File: config.mk
export PLATFORM = sky130hd
export DESIGN_NAME = ssr_status_readback
export DESIGN_NICKNAME = d
export VERILOG_FILES = /design/src/ssr_pkg.sv /design/src/ssr_catch_hold.sv /design/src/ssr_reply_scale.sv /design/src/ssr_status_readback.sv
export SDC_FILE = /design/constraint.sdc
export NUM_CORES = 1
export LEC_CHECK = 0
export ABC_AREA = 1
export BUFFER_PORTS_ARGS = -buffer_cell sky130_fd_sc_hd__buf_2
export CAP_MARGIN = 30
export CORE_UTILIZATION = 40
export CTS_CLUSTER_SIZE = 24
export DETAILED_ROUTE_END_ITERATION = 8
export PLACE_DENSITY = 0.72
export SYNTH_ARGS = -nofsm -noshare
export SYNTH_HDL_FRONTEND = slang
export SYNTH_HIERARCHICAL = 1
export SYNTH_SLANG_ARGS = --single-unit
File: constraint.sdc
create_clock -name ref_clk -period 2.3 [get_ports ref_clk]
set_clock_uncertainty 0.2 [all_clocks]
set_input_delay 0.46 -clock ref_clk [delete_from_list [all_inputs] [get_ports ref_clk]]
set_output_delay 0.46 -clock ref_clk [all_outputs]
set_load 0.1 [all_outputs]
File: src/ssr_pkg.sv
// Purpose: shared constants for the supply status and readback block
// Assumes: 200 MHz ref_clk, register port with 8-bit byte addresses
// Notes: all offsets are byte addresses of 32-bit words
package ssr_pkg;
  // ----------------------------------------
  // timing
  // ----------------------------------------
  localparam int CLK_PERIOD_PS = 5000;
  localparam int SETTLE_TIME_NS = 1000;
  // least time, rounded up to whole cycles
  localparam int SETTLE_CYC = (SETTLE_TIME_NS * 1000 + CLK_PERIOD_PS - 1) / CLK_PERIOD_PS;
  localparam int SETTLE_W = 9;

  // ----------------------------------------
  // register map
  // ----------------------------------------
  localparam logic [7:0] ADDR_QUERY_CHAN = 8'h00;
  localparam logic [7:0] ADDR_QUERY_INPUT = 8'h04;
  localparam logic [7:0] ADDR_REPLY = 8'h08;
  localparam logic [7:0] ADDR_SEL_STATE = 8'h0c;
  localparam logic [7:0] ADDR_IRQ_STATUS = 8'h10;
  localparam logic [7:0] ADDR_IRQ_MASK = 8'h14;
  localparam logic [7:0] ADDR_OWN_CHAN = 8'h18;
  localparam logic [7:0] ADDR_CTRL = 8'h1c;
  localparam logic [7:0] ADDR_FLAGS = 8'h20;
  localparam logic [7:0] ADDR_PANEL_READ = 8'h24;

  // ----------------------------------------
  // fields and reset values
  // ----------------------------------------
  localparam int IRQ_W = 4;
  localparam int IRQ_QUERY_DONE = 0;
  localparam int IRQ_CROWBAR = 1;
  localparam int IRQ_REFUSED = 2;
  localparam int IRQ_COND = 3;
  localparam int CTRL_RESUME = 0;
  localparam logic [2:0] OWN_CHAN_RST = 3'h1;
  localparam logic [IRQ_W-1:0] IRQ_MASK_RST = 4'h0;
  localparam logic [15:0] REPLY_RST = 16'h0000;

  // ----------------------------------------
  // reply scaling, values in millivolts
  // ----------------------------------------
  localparam int POS_LIMIT_MV = 100;
  localparam int NEG_LIMIT_MV = -10000;
  localparam int GAIN_FRAC_MUL = 41;
  localparam int GAIN_FRAC_SHIFT = 12;
  localparam int NUM_INPUTS = 8;
endpackage

File: src/ssr_catch_hold.sv
// Purpose: bank of catch-and-hold bits with a clear
// Assumes: set and clear are synchronous to ref_clk
// Notes: CLEAR_WINS picks which side wins when both arrive together
`timescale 1ns/10ps
module ssr_catch_hold #(
  parameter int W = 4,
  parameter bit CLEAR_WINS = 1'b0
) (
  input wire logic ref_clk,
  input wire logic rstn,
  input wire logic [W-1:0] setIn,
  input wire logic [W-1:0] clrIn,
  output logic [W-1:0] holdOut
);
  logic [W-1:0] hold_reg;
  logic [W-1:0] hold_next;

  always_comb begin
    if (CLEAR_WINS) begin
      hold_next = (hold_reg | setIn) & ~clrIn;
    end else begin
      hold_next = (hold_reg & ~clrIn) | setIn;
    end
  end

  always_ff @(posedge ref_clk or negedge rstn) begin
    if (!rstn) begin
      hold_reg <= '0;
    end else begin
      hold_reg <= hold_next;
    end
  end

  assign holdOut = hold_reg;
endmodule // ssr_catch_hold

File: src/ssr_reply_scale.sv
// Purpose: turn a selector reading into the signed thousandths reply
// Assumes: reading is signed millivolts
// Notes: purely combinational
`timescale 1ns/10ps
module ssr_reply_scale (
  input wire logic [15:0] readingMv,
  output logic [15:0] replyOut
);
  logic signed [31:0] inMv;
  logic signed [31:0] clipped;
  logic signed [31:0] scaled;

  always_comb begin
    inMv = 32'(signed'(readingMv));
    clipped = (inMv < ssr_pkg::NEG_LIMIT_MV) ? 32'(ssr_pkg::NEG_LIMIT_MV) : inMv;
    // gain of -1.01 as x + x*41/4096, cheaper than a divider
    scaled = -(clipped + ((clipped * ssr_pkg::GAIN_FRAC_MUL) >>> ssr_pkg::GAIN_FRAC_SHIFT));
    // inputs above 100 mV all read as -0.100
    if (inMv > ssr_pkg::POS_LIMIT_MV) begin
      scaled = -32'(ssr_pkg::POS_LIMIT_MV);
    end
    // 2 mV resolution: drop the lowest bit
    replyOut = {scaled[15:1], 1'b0};
  end
endmodule // ssr_reply_scale

File: src/ssr_status_readback.sv
// Purpose: crowbar fire logic, status flag latches and readback selector
// Assumes: all inputs synchronous to ref_clk; converter answers with convValid
// Notes: flag pins are open collector, driven only low
//
// Our own choices: the register offsets and the plain strobed port.
`timescale 1ns/10ps
module ssr_status_readback (
  input wire logic ref_clk,
  input wire logic rstn,
  input wire logic [7:0] regAddr,
  input wire logic [31:0] regWdata,
  input wire logic regWrite,
  input wire logic regRead,
  output logic [31:0] regRdata,
  output logic irqOut,
  input wire logic progLimitCompare,
  input wire logic progLimitInhibit,
  input wire logic fixedLimitTrip,
  output logic crowbarFireOut,
  output logic crowbarHighDrive,
  input wire logic constVoltCond,
  input wire logic posCurrentLimitCond,
  input wire logic negCurrentLimitCond,
  input wire logic lossOfRegCond,
  input wire logic excessVoltSense,
  input wire logic thermalSense,
  input wire logic flagClear,
  input wire logic flagSelectN,
  input wire logic [5:0] flagBusIn,
  output logic constVoltStatusOut,
  output logic constVoltStatusOe,
  output logic posLimitStatusOut,
  output logic posLimitStatusOe,
  output logic negLimitStatusOut,
  output logic negLimitStatusOe,
  output logic lossOfRegulationOut,
  output logic lossOfRegulationOe,
  output logic excessVoltageFlagOut,
  output logic excessVoltageFlagOe,
  output logic thermalFlagOut,
  output logic thermalFlagOe,
  output logic [7:0] muxRoute,
  output logic convStart,
  input wire logic convValid,
  input wire logic [15:0] convData,
  input wire logic panelConvReq,
  input wire logic [2:0] panelInputIdx,
  input wire logic [2:0] panelMonitorChan,
  input wire logic setpointKey,
  output logic [15:0] panelReading
);
  // ----------------------------------------
  // crowbar
  // ----------------------------------------
  // comparator path
  assign crowbarFireOut = (progLimitCompare & ~progLimitInhibit) | fixedLimitTrip;
  assign crowbarHighDrive = fixedLimitTrip;

  // ----------------------------------------
  // status latches
  // ----------------------------------------
  logic [3:0] condLatch, condSet;
  assign condSet = {lossOfRegCond, negCurrentLimitCond, posCurrentLimitCond, constVoltCond};

  ssr_catch_hold #(.W(4), .CLEAR_WINS(1'b1)) u_cond (
    .ref_clk(ref_clk),
    .rstn(rstn),
    .setIn(condSet),
    .clrIn({4{flagClear}}),
    .holdOut(condLatch)
  );
  logic constVoltLatch, posLimitLatch, negLimitLatch, lossOfRegulationLatch;
  assign {lossOfRegulationLatch, negLimitLatch, posLimitLatch, constVoltLatch} = condLatch;
  // ----------------------------------------
  // open-collector flag pins
  // ----------------------------------------
  logic flagDrive;
  assign flagDrive = ~flagSelectN;

  assign lossOfRegulationOut = 1'b0;
  assign lossOfRegulationOe = flagDrive & lossOfRegulationLatch;
  assign negLimitStatusOut = 1'b0;
  assign negLimitStatusOe = flagDrive & negLimitLatch;
  assign constVoltStatusOut = 1'b0;
  assign constVoltStatusOe = flagDrive & constVoltLatch;
  assign posLimitStatusOut = 1'b0;
  assign posLimitStatusOe = flagDrive & posLimitLatch;
  assign excessVoltageFlagOut = 1'b0;
  assign excessVoltageFlagOe = flagDrive & excessVoltSense;
  assign thermalFlagOut = 1'b0;
  assign thermalFlagOe = flagDrive & thermalSense;

  // ----------------------------------------
  // register writes
  // ----------------------------------------
  logic wrChan, wrInput, wrStatus, wrMask, wrOwn, wrCtrl;
  assign wrChan = regWrite && (regAddr == ssr_pkg::ADDR_QUERY_CHAN);
  assign wrInput = regWrite && (regAddr == ssr_pkg::ADDR_QUERY_INPUT);
  assign wrStatus = regWrite && (regAddr == ssr_pkg::ADDR_IRQ_STATUS);
  assign wrMask = regWrite && (regAddr == ssr_pkg::ADDR_IRQ_MASK);
  assign wrOwn = regWrite && (regAddr == ssr_pkg::ADDR_OWN_CHAN);
  assign wrCtrl = regWrite && (regAddr == ssr_pkg::ADDR_CTRL);

  // ----------------------------------------
  // query and conversion sequencing
  // ----------------------------------------
  typedef enum logic [1:0] {ST_IDLE, ST_SETTLE, ST_CONVERT} ssr_state_t;
  ssr_state_t state_reg, state_next;
  logic [2:0] selIdx_reg, selIdx_next;
  logic [2:0] qChan_reg, qChan_next;
  logic armed_reg, armed_next;
  logic fromHost_reg, fromHost_next;
  logic [ssr_pkg::SETTLE_W-1:0] settle_reg, settle_next;
  logic [15:0] reply_reg, reply_next;
  logic [15:0] panelRd_reg, panelRd_next;
  logic convStart_reg, convStart_next;
  logic hold_reg, hold_next;
  logic [2:0] ownChan_reg, ownChan_next;
  logic [15:0] scaledReply;
  logic [3:0] inputNo;
  logic hostStart, refused, internalOk, internalStart, queryDone;
  ssr_reply_scale u_scale (
    .readingMv(convData),
    .replyOut(scaledReply)
  );
  assign inputNo = regWdata[3:0];
  // channel must come before input number
  // numbers 1..8 only, for this channel only
  assign hostStart = wrInput && armed_reg && (qChan_reg == ownChan_reg) && (inputNo >= 4'h1)
    && (inputNo <= 4'h8) && (state_reg == ST_IDLE);
  assign refused = wrInput && !hostStart;
  // panel conversions only while this channel is monitored and no key hold
  assign internalOk = (panelMonitorChan == ownChan_reg) && !hold_reg;
  assign internalStart = panelConvReq && internalOk && (state_reg == ST_IDLE) && !wrInput;
  assign queryDone = (state_reg == ST_CONVERT) && convValid && fromHost_reg;
  always_comb begin
    state_next = state_reg;
    selIdx_next = selIdx_reg;
    qChan_next = wrChan ? regWdata[2:0] : qChan_reg;
    armed_next = wrChan ? 1'b1 : (wrInput ? 1'b0 : armed_reg);
    fromHost_next = fromHost_reg;
    settle_next = settle_reg;
    reply_next = reply_reg;
    panelRd_next = panelRd_reg;
    convStart_next = 1'b0;
    ownChan_next = wrOwn ? regWdata[2:0] : ownChan_reg;
    // hold set by key wins over the resume write
    hold_next = setpointKey | (hold_reg & ~(wrCtrl & regWdata[ssr_pkg::CTRL_RESUME]));
    unique case (state_reg)
      ST_IDLE: begin
        // selection changes only when a conversion starts
        if (hostStart) begin
          selIdx_next = 3'(inputNo - 4'h1);
          fromHost_next = 1'b1;
          settle_next = ssr_pkg::SETTLE_W'(ssr_pkg::SETTLE_CYC);
          state_next = ST_SETTLE;
        end else if (internalStart) begin
          selIdx_next = panelInputIdx;
          fromHost_next = 1'b0;
          settle_next = ssr_pkg::SETTLE_W'(ssr_pkg::SETTLE_CYC);
          state_next = ST_SETTLE;
        end
      end
      ST_SETTLE: begin
        // let the analog path settle before converting
        if (settle_reg == ssr_pkg::SETTLE_W'(1)) begin
          convStart_next = 1'b1;
          state_next = ST_CONVERT;
        end else begin
          settle_next = settle_reg - ssr_pkg::SETTLE_W'(1);
        end
      end
      ST_CONVERT: begin
        if (convValid) begin
          if (fromHost_reg) begin
            reply_next = scaledReply;
          end else begin
            panelRd_next = scaledReply;
          end
          state_next = ST_IDLE;
        end
      end
    endcase
  end

  always_ff @(posedge ref_clk or negedge rstn) begin
    if (!rstn) begin
      state_reg <= ST_IDLE;
      selIdx_reg <= 3'h0;
      qChan_reg <= 3'h0;
      armed_reg <= 1'b0;
      fromHost_reg <= 1'b0;
      settle_reg <= '0;
      reply_reg <= ssr_pkg::REPLY_RST;
      panelRd_reg <= ssr_pkg::REPLY_RST;
      convStart_reg <= 1'b0;
      hold_reg <= 1'b0;
      ownChan_reg <= ssr_pkg::OWN_CHAN_RST;
    end else begin
      state_reg <= state_next;
      selIdx_reg <= selIdx_next;
      qChan_reg <= qChan_next;
      armed_reg <= armed_next;
      fromHost_reg <= fromHost_next;
      settle_reg <= settle_next;
      reply_reg <= reply_next;
      panelRd_reg <= panelRd_next;
      convStart_reg <= convStart_next;
      hold_reg <= hold_next;
      ownChan_reg <= ownChan_next;
    end
  end

  assign muxRoute = 8'h01 << selIdx_reg;
  assign convStart = convStart_reg;
  assign panelReading = panelRd_reg;

  // ----------------------------------------
  // interrupts
  // ----------------------------------------
  logic [ssr_pkg::IRQ_W-1:0] irqStatus, irqEvent, mask_reg, mask_next;
  logic crowbarPrev_reg;
  logic [3:0] condPrev_reg;
  always_comb begin
    irqEvent = '0;
    irqEvent[ssr_pkg::IRQ_QUERY_DONE] = queryDone;
    irqEvent[ssr_pkg::IRQ_CROWBAR] = crowbarFireOut & ~crowbarPrev_reg;
    irqEvent[ssr_pkg::IRQ_REFUSED] = refused;
    irqEvent[ssr_pkg::IRQ_COND] = |(condLatch & ~condPrev_reg);
    mask_next = wrMask ? regWdata[ssr_pkg::IRQ_W-1:0] : mask_reg;
  end
  // a new event beats a same-cycle write-one-to-clear
  ssr_catch_hold #(.W(ssr_pkg::IRQ_W), .CLEAR_WINS(1'b0)) u_irq (
    .ref_clk(ref_clk),
    .rstn(rstn),
    .setIn(irqEvent),
    .clrIn(wrStatus ? regWdata[ssr_pkg::IRQ_W-1:0] : '0),
    .holdOut(irqStatus)
  );

  always_ff @(posedge ref_clk or negedge rstn) begin
    if (!rstn) begin
      mask_reg <= ssr_pkg::IRQ_MASK_RST;
      crowbarPrev_reg <= 1'b0;
      condPrev_reg <= 4'h0;
    end else begin
      mask_reg <= mask_next;
      crowbarPrev_reg <= crowbarFireOut;
      condPrev_reg <= condLatch;
    end
  end

  assign irqOut = |(irqStatus & mask_reg);

  // ----------------------------------------
  // register reads
  // ----------------------------------------
  logic [31:0] rdata_reg, rdata_next;
  always_comb begin
    rdata_next = 32'h0;
    if (regRead) begin
      unique case (regAddr)
        ssr_pkg::ADDR_QUERY_CHAN: rdata_next = {29'h0, qChan_reg};
        ssr_pkg::ADDR_REPLY: rdata_next = {{16{reply_reg[15]}}, reply_reg};
        ssr_pkg::ADDR_SEL_STATE: rdata_next = {26'h0, armed_reg, hold_reg, state_reg != ST_IDLE, selIdx_reg};
        ssr_pkg::ADDR_IRQ_STATUS: rdata_next = {28'h0, irqStatus};
        ssr_pkg::ADDR_IRQ_MASK: rdata_next = {28'h0, mask_reg};
        ssr_pkg::ADDR_OWN_CHAN: rdata_next = {29'h0, ownChan_reg};
        ssr_pkg::ADDR_FLAGS: rdata_next = {22'h0, flagBusIn, condLatch};
        ssr_pkg::ADDR_PANEL_READ: rdata_next = {{16{panelRd_reg[15]}}, panelRd_reg};
        default: rdata_next = 32'h0;
      endcase
    end
  end

  always_ff @(posedge ref_clk or negedge rstn) begin
    if (!rstn) begin
      rdata_reg <= 32'h0;
    end else begin
      rdata_reg <= rdata_next;
    end
  end

  assign regRdata = rdata_reg;

  localparam int SettleLo = ssr_pkg::SETTLE_CYC + 1; // registered convStart lands one cycle late
endmodule // ssr_status_readback

==> results_tabular.tex, run 1 <==
\begin{tabular}{lr}
\hline
Metric & Value \\
\hline
\multicolumn{2}{l}{\textbf{Worst setup path}} \\
\quad Family with the most delay on the worst path & adder cells \\
\quad CP Capture Type & register \\
\quad Required time of the critical path & 2.32 ns \\
\quad Data arrival time at the worst-slack endpoint & 5.55 ns \\
\quad R2r setup slk & roughly 0.24 ns \\
\quad Largest stage delay on the critical path & about 0.58 ns \\
\quad Slowest stage cell, crit path & fa\_2 \\
\quad Largest fanout on the critical path & 6 \\
\quad Worst Path Class, Setup & input port to register \\
\quad Top cell by count, worst path & ha\_4 \\
\quad Category of the worst setup path launch point & input port \\
\quad Reg2Reg Depth & 11 \\
\quad Endpoint of the lowest-slack register-to-register path & settle\_reg[8] \\
\quad Worst reg2reg startpoint & state\_reg[0] \\
\quad CP Buf/Inv Count & 7 \\
\multicolumn{2}{l}{\textbf{CTS}} \\
\quad Number of buffers created by CTS & 9 \\
\quad Maximum number of buffers from clock root to sink & 2 \\
\quad CTS root buf & clkbuf\_16 \\
\quad \# clock sinks & 89 \\
\quad Clock transition time at the flip-flop clock pins of the worst setup and hold paths & approximately 0.070 ns \\
\quad TritonCTS clock tree & built \\
\quad Clock latency on the worst-skew pair & 0.35 ns \\
\quad H-tree depth & 3 \\
\multicolumn{2}{l}{\textbf{Logic synthesis}} \\
\quad Netlist Area Pre-Place & $\sim$7600 um2 \\
\quad Top area cells in the synthesized netlist & dfrtp\_1 29\%, nand2\_1 12\%, ha\_1 12\% \\
\quad Number of cells produced by synthesis & 1,069 \\
\quad XOR/XNOR share of the synthesized area & 2.23\% \\
\quad Portion of the post-synthesis area used by sequential elements & 29.2\% \\
\quad Top-area cell type share of the netlist area & 28.9\% \\
\quad Synth Area per Inst & 7.14 um2 \\
\quad Cell type contributing the most total cell area after synthesis & dfrtp\_1 \\
\quad Combinational family with the most area after synthesis & simple AND/OR/NAND/NOR gates \\
\quad Compound-cell area share of the yosys netlist & 11.8\% \\
\quad Area fraction in and, or, nand and nor cells after synthesis & roughly 29\% \\
\quad Seq cells post-synth & 89 \\
\quad Multiplexer share of the synthesized area & 0\% \\
\quad Number of distinct standard cells referenced by the synthesized netlist & 47 \\
\quad Yosys warning count & 6 \\
\quad Adder and majority cell fraction of the synthesized area & 15.2\% \\
\multicolumn{2}{l}{\textbf{Cells and area}} \\
\quad Count of nets after finishing & 1,531 \\
\quad Share of post-route cells with drive strength above 1 & 43.9\% \\
\quad Final instance area & 11,500 um2 \\
\quad Antenna cell count & 0 \\
\quad Synthesis-to-layout area growth & 50.7\% \\
\quad Number of cells in the finished layout apart from fillers & 1,599 \\
\quad Most common cell after layout, fill and taps aside & nand2\_1 \\
\quad Leading cell types in the layout, fill and taps excluded & 211 x nand2\_1, 172 x buf\_4, 135 x inv\_1 \\
\multicolumn{2}{l}{\textbf{Place}} \\
\quad Placed standard-cell area & 9950 um2 \\
\quad Final Wtd Congestion & 0.928 \\
\quad DP Cell Count & 1,539 \\
\quad Count of input and output buffers & 123 \\
\quad HPWL reported at the end of detailed placement & approximately 17,000 um \\
\multicolumn{2}{l}{\textbf{Power and ir drop}} \\
\quad Worst vdd ir & between 600 and 700 uV \\
\quad Total power per unit cell area & approximately 1100 nW/um2 \\
\quad Pleak & 5.90 nW \\
\quad Post-layout power & 12.9 mW \\
\multicolumn{2}{l}{\textbf{Min path}} \\
\quad Min-delay src & flagClear \\
\quad Hold Crit Class & input port to register \\
\quad Worst Hold Path EP & u\_cond/holdOut[3] \\
\quad Cell depth of the worst min-delay path & 2 \\
\multicolumn{2}{l}{\textbf{STA}} \\
\quad Crit path setup slack, layout & -3.23 ns \\
\quad Final critical path time including I/O delays and setup & 5.53 ns \\
\quad Setup violation total in the final timing report & 30 \\
\quad Relative slew slack & about two thirds \\
\quad Period utilisation layout & 240\% \\
\quad Worst hold slack & around 0.11 ns \\
\quad Setup repair after global routing missed its margin & yes \\
\quad Worst Tran Pin Value & 0.526 ns \\
\quad Highest clock rate & 181 MHz \\
\quad Total count of hold-check failures in the final report & 0 \\
\quad Final max-slew violation count & 0 \\
\multicolumn{2}{l}{\textbf{Routing}} \\
\quad Total via count in the routed design & approximately 8,200 \\
\quad WL per Instance & 15.0 um \\
\quad First drt pass iteration count & 5 \\
\quad Total routed wirelength & 23,900 um \\
\quad Violation count after the first detailed-route iteration & 678 \\
\quad Post-route DRC violation count & 0 \\
\quad Routed Antenna Nets & 0 \\
\quad Via/cell ratio & between 5 and 6 \\
\multicolumn{2}{l}{\textbf{Die}} \\
\quad Height of the chip & 140 um \\
\quad Row Count & 50 \\
\quad IO Pins & 158 \\
\quad Die X-Extent & 140 um \\
\quad Effective utilization at floorplan & 40.8\% \\
\quad Total die area & 19,600 um2 \\
\quad Core region area & around 19,000 um2 \\
\multicolumn{2}{l}{\textbf{Global routing}} \\
\quad Maximum number of pins on one net before global-route repair & 41 \\
\quad GRT Resource Usage Total & 24.0\% \\
\quad Number of global-route vias before repair & around 8,100 \\
\quad Antenna violations before repair & 0 \\
\quad GR Overflow Total & 0 \\
\quad Wire length of the first global-routing pass & 37,800 um \\
\multicolumn{2}{l}{\textbf{Job}} \\
\quad Max\_cap viols & 0 \\
\multicolumn{2}{l}{\textbf{Run status}} \\
\quad Violations in the final reports & negative setup slack \\
\quad Status & finished with violations \\
\hline
\end{tabular}
-- how the worst max path moves through the flow --
stage | from | end | slack, ns | cells past startpoint
2_1_floorplan | convData[4] | panelReading[14] | -3.13 | 38
3_3_place_gp | convData[4] | panelReading[14] | -3.64 | 37
3_5_place_dp | convData[4] | panelReading[13] | -3.76 | 38
4_1_cts | convData[5] | reply_reg[14] | -3.05 | 41
5_1_grt | convData[4] | reply_reg[13] | -3.48 | 36
6_report | convData[4] | reply_reg[13] | -3.23 | 36
-- repair_timing --
item / in CTS / in global routing
setup endpoints to repair: 34 / 31
pin swaps: 92 / 65
buffers inserted: 32 / 12
endpoints found under the hold margin: 35 / 0
hold buffers: 1 / 0
resized for setup: 124 / 96
-- per-stage QoR --
stage / setup slack, ns / setup TNS [ns] / utilization (%)
floorplan: -3.13 / -86.10 / -
finish: -3.23 / -89.32 / 61.5
global placement: -3.64 / -102.84 / 53.2
global route: -3.48 / -94.98 / 61.5
CTS: -3.05 / -84.85 / 58.8
detailed placement: -3.76 / -105.57 / 53.2
-- per-layer routing --
layer  routed length [um]  GRT usage, %  up-vias
met2                12600          45.5      296
met4                 1050          9.54        0
met5                    0             0        -
met1                 9230          27.1     3823
met3                 1080          2.80       89
li1                     -             -     3964
-- where the power goes --
| part | leakage [nW] | switching (mW) | internal, mW |
|---|---|---|---|
| sequential | 1.15 | 0.192 | 1.83 |
| combinational | 4.59 | 4.99 | 4.32 |
| clock | 0.157 | 0.668 | 0.876 |
| total | 5.90 | 5.84 | 7.03 |
-- cells by family after synthesis --
family                   Yosys count
buffers and inverters            216
flip-flops                        89
AO/OA/AOI/OAI                    161
AND/OR/NAND/NOR                  499
adder cells (fa/ha/maj)           85
XOR/XNOR                          17
other                              2
-- cells in the mapped netlist, drive strengths merged --
cell and number:
or2 6, ha 72, fa 13, nor4 3
xnor3 1, dfstp 1, conb 2, nand2 262
nand4 9, o22ai 1, o21bai 9, nor2 125
a21oi 55, a221oi 1, nand3 67, dfrtp 88
nor3 18, a21boi 1, and3 1, o211ai 2
xor2 12, nand3b 8, clkbuf 8, o21ai 81
inv 178, o21a 1, buf 30, a31oi 5
a21o 5, xnor2 4
-- final cells by class --
cell class	count	area, um2
clock buffers	9	225
clock inverters	7	95.1
fillers	1561	7210
inverters	178	683
multi-input cells	769	5700
flip-flops and latches	89	2230
well taps	234	293
repair buffers	313	2270
No activity file was read; power rests on OpenSTA's default activity.
==> run 2: changes to the inputs <==
Settings changed: REMOVE_ABC_BUFFERS from default to 1.
==> run 2 against run 1 <==
Compared with the run above:
- non-clock buffer count rose by 11
- wire length fell by 0.32%
- flip-flop and latch count did not move
- die area did not move
- setup slack got worse by 0.17 ns
- highest routed layer unchanged
- combinational power barely moved
- the run still ends with negative setup slack left
- global-route usage fell by 0.99 points
==> results_tabular.tex, run 2 (synthesis gave the netlist of run 1 again) <==
\begin{tabular}{lr}
\hline
Metric & Value \\
\hline
\multicolumn{2}{l}{\textbf{CTS}} \\
\quad H-tree depth & 3 (unchanged) \\
\quad Number of buffers created by CTS & 9 (unchanged) \\
\quad Clock transition time at the flip-flop clock pins of the worst setup and hold paths & 0.06 ns (was 0.07 ns) \\
\quad TritonCTS clock tree & built (unchanged) \\
\quad \# clock sinks & 89 (unchanged) \\
\quad Clock latency on the worst-skew pair & 0.34 ns (was 0.35 ns) \\
\quad CTS root buf & clkbuf\_16 (unchanged) \\
\quad Maximum number of buffers from clock root to sink & 2 (unchanged) \\
\multicolumn{2}{l}{\textbf{STA}} \\
\quad Worst Tran Pin Value & 0.522 ns (was 0.526 ns) \\
\quad Total count of hold-check failures in the final report & 0 (unchanged) \\
\quad Final max-slew violation count & 0 (unchanged) \\
\quad Period utilisation layout & 248\% (was 240\%) \\
\quad Setup repair after global routing missed its margin & yes (unchanged) \\
\quad Crit path setup slack, layout & -3.40 ns (was -3.23 ns) \\
\quad Highest clock rate & 176 MHz (was 181 MHz) \\
\quad Setup Total Neg Slack & -94.08 ns (was -89.32 ns) \\
\quad Setup violation total in the final timing report & 30 (unchanged) \\
\quad Relative slew slack & 65.4\% (was 65.2\%) \\
\quad Final critical path time including I/O delays and setup & 5.70 ns (was 5.53 ns) \\
\quad Worst hold slack & 0.128 ns (was 0.110 ns) \\
\multicolumn{2}{l}{\textbf{Worst setup path}} \\
\quad Data arrival time at the worst-slack endpoint & 5.71 ns (was 5.55 ns) \\
\quad Category of the worst setup path launch point & input port (unchanged) \\
\quad Largest fanout on the critical path & 6 (unchanged) \\
\quad Worst Path Class, Setup & input port to register (unchanged) \\
\quad Slowest stage cell, crit path & ha\_1 (was fa\_2) \\
\quad CP Capture Type & register (unchanged) \\
\quad Required time of the critical path & 2.31 ns (was 2.32 ns) \\
\quad Top cell by count, worst path & nand2\_2 (was ha\_4) \\
\quad Largest stage delay on the critical path & 0.39 ns (was 0.58 ns) \\
\quad Endpoint of the lowest-slack register-to-register path & settle\_reg[6] (was settle\_reg[8]) \\
\quad CP Buf/Inv Count & 9 (was 7) \\
\quad Family with the most delay on the worst path & adder cells (unchanged) \\
\quad Worst reg2reg startpoint & state\_reg[0] (unchanged) \\
\quad R2r setup slk & 0.27 ns (was 0.24 ns) \\
\quad Reg2Reg Depth & 11 (unchanged) \\
\multicolumn{2}{l}{\textbf{Global routing}} \\
\quad GRT Resource Usage Total & 23.0\% (was 24.0\%) \\
\quad Fraction of met1 tracks used by global routing & 26.8\% (was 27.1\%) \\
\quad Global-route met2 utilization & 42.2\% (was 45.5\%) \\
\quad Maximum number of pins on one net before global-route repair & 39 (was 41) \\
\quad Antenna violations before repair & 0 (unchanged) \\
\quad Number of global-route vias before repair & 7,989 (was 8,065) \\
\quad Wire length of the first global-routing pass & 36,500 um (was 37,800 um) \\
\quad GR Overflow Total & 0 (unchanged) \\
\quad Global Route met3 Usage & 2.91\% (was 2.80\%) \\
\quad Global routing's busiest layer & met2 (unchanged) \\
\multicolumn{2}{l}{\textbf{Place}} \\
\quad Placed standard-cell area & 9500 um2 (was 9950 um2) \\
\quad Count of input and output buffers & 123 (unchanged) \\
\quad Setup Slack @ Placement & -4.13 ns (was -3.76 ns) \\
\quad HPWL reported at the end of detailed placement & 16,800 um (was 17,300 um) \\
\quad Final Wtd Congestion & 0.984 (was 0.928) \\
\multicolumn{2}{l}{\textbf{Routing}} \\
\quad Total via count in the routed design & 8,051 (was 8,172) \\
\quad Routed Antenna Nets & 0 (unchanged) \\
\quad First drt pass iteration count & 7 (was 5) \\
\quad WL per Instance & 14.8 um (was 15.0 um) \\
\quad Post-route DRC violation count & 0 (unchanged) \\
\quad Via/cell ratio & 5.00 (was 5.11) \\
\quad Total routed wirelength & 23,800 um (was 23,900 um) \\
\quad Violation count after the first detailed-route iteration & 469 (was 678) \\
\multicolumn{2}{l}{\textbf{Min path}} \\
\quad Hold Crit Class & input port to register (unchanged) \\
\quad Min-delay src & flagClear (unchanged) \\
\quad Worst Hold Path EP & u\_cond/holdOut[3] (unchanged) \\
\quad Cell depth of the worst min-delay path & 2 (unchanged) \\
\multicolumn{2}{l}{\textbf{Cells and area}} \\
\quad Antenna cell count & 0 (unchanged) \\
\quad Leading cell types in the layout, fill and taps excluded & 211 x nand2\_1, 187 x buf\_4, 134 x inv\_1 (was 211 x nand2\_1, 172 x buf\_4, 135 x inv\_1) \\
\quad Most common cell after layout, fill and taps aside & nand2\_1 (unchanged) \\
\quad Core occupancy in the finished layout & 60.0\% (was 61.5\%) \\
\quad Filler cells & 1,599 (was 1,561) \\
\quad Synthesis-to-layout area growth & 47.2\% (was 50.7\%) \\
\quad Final instance area & 11,200 um2 (was 11,500 um2) \\
\quad Share of post-route cells with drive strength above 1 & 42.4\% (was 43.9\%) \\
\quad Count of nets after finishing & 1,542 (was 1,531) \\
\multicolumn{2}{l}{\textbf{Power and ir drop}} \\
\quad Internal portion of total power & 7.16 mW (was 7.03 mW) \\
\quad Register share of total power & 15.7\% (about the same) \\
\quad Clk pwr share & 11.9\% (was 12.0\%) \\
\quad Worst vdd ir & 920 uV (was 671 uV) \\
\quad Switching component of the power & 5.72 mW (was 5.84 mW) \\
\quad Total power per unit cell area & 1150 nW/um2 (was 1120 nW/um2) \\
\quad Switching power as a share of total power & 44.4\% (was 45.4\%) \\
\quad Pleak & 5.87 nW (was 5.90 nW) \\
\quad Part of the power in combinational logic & 72.4\% (was 72.3\%) \\
\multicolumn{2}{l}{\textbf{Run status}} \\
\quad Violations in the final reports & negative setup slack (unchanged) \\
\quad Status & finished with violations (unchanged) \\
\multicolumn{2}{l}{\textbf{Die}} \\
\quad IO Pins & 158 (unchanged) \\
\quad Die X-Extent & 140 um (unchanged) \\
\quad Height of the chip & 140 um (unchanged) \\
\quad Core region area & 18,700 um2 (unchanged) \\
\quad Effective utilization at floorplan & 40.8\% (unchanged) \\
\quad Total die area & 19,600 um2 (unchanged) \\
\quad Row Count & 50 (unchanged) \\
\multicolumn{2}{l}{\textbf{Job}} \\
\quad Max\_cap viols & 0 (unchanged) \\
\hline
\end{tabular}
[run 2: worst max path at each step]
stage	startpoint	cells after the start	to
finish	convData[6]	40	reply_reg[13]
detailed placement	convData[6]	33	reply_reg[15]
floorplan	regRdata[30]	0	regRdata[15]
global placement	convData[6]	34	panelReading[8]
global route	convData[6]	40	reply_reg[13]
CTS	convData[7]	37	panelReading[14]
[run 2: metal layers]
| layer | routed length [um] | up-vias |
|---|---|---|
| met4 | 776 | 0 |
| li1 | - | 3976 |
| met3 | 952 | 60 |
| met5 | 0 | - |
| met1 | 9550 | 3765 |
| met2 | 12600 | 250 |
[run 2: area by class of cell]
type                       count  area [um2]  area share, %
timing repair buffer         324        2230           19.8
clock buffer                  11         233           2.07
clock inverter                 5        80.1          0.713
inverter                     178         687           6.12
sequential                    89        2230           19.8
tap                          234         293           2.61
multi-input combinational    769        5490           48.8
[run 2: through the flow]
stage | power (mW) | instances
2_1_floorplan | 5.60 | 1036
3_3_place_gp | 7.97 | 1553
3_5_place_dp | 8.08 | 1553
4_1_cts | 11.4 | 1595
5_1_grt | 13.7 | 1610
6_report | 12.9 | 1610
[run 2: what timing repair did]
item,4_1_cts,5_1_grt
setup buffers,25,16
endpoints found under the hold margin,33,0
setup endpoints to repair,30,33
gates resized for setup,204,98
pin swaps,103,91
hold buffers,1,0
[run 2: power by group through the flow]
stage               clock network [mW]  logic [mW]  registers [mW]
finish                            1.54        9.32            2.02
global route                      1.63        10.1            2.04
CTS                               1.57        7.78            2.01
detailed placement                   0        6.04            2.04
global placement                     0        5.95            2.02
floorplan                            0        3.58            2.02
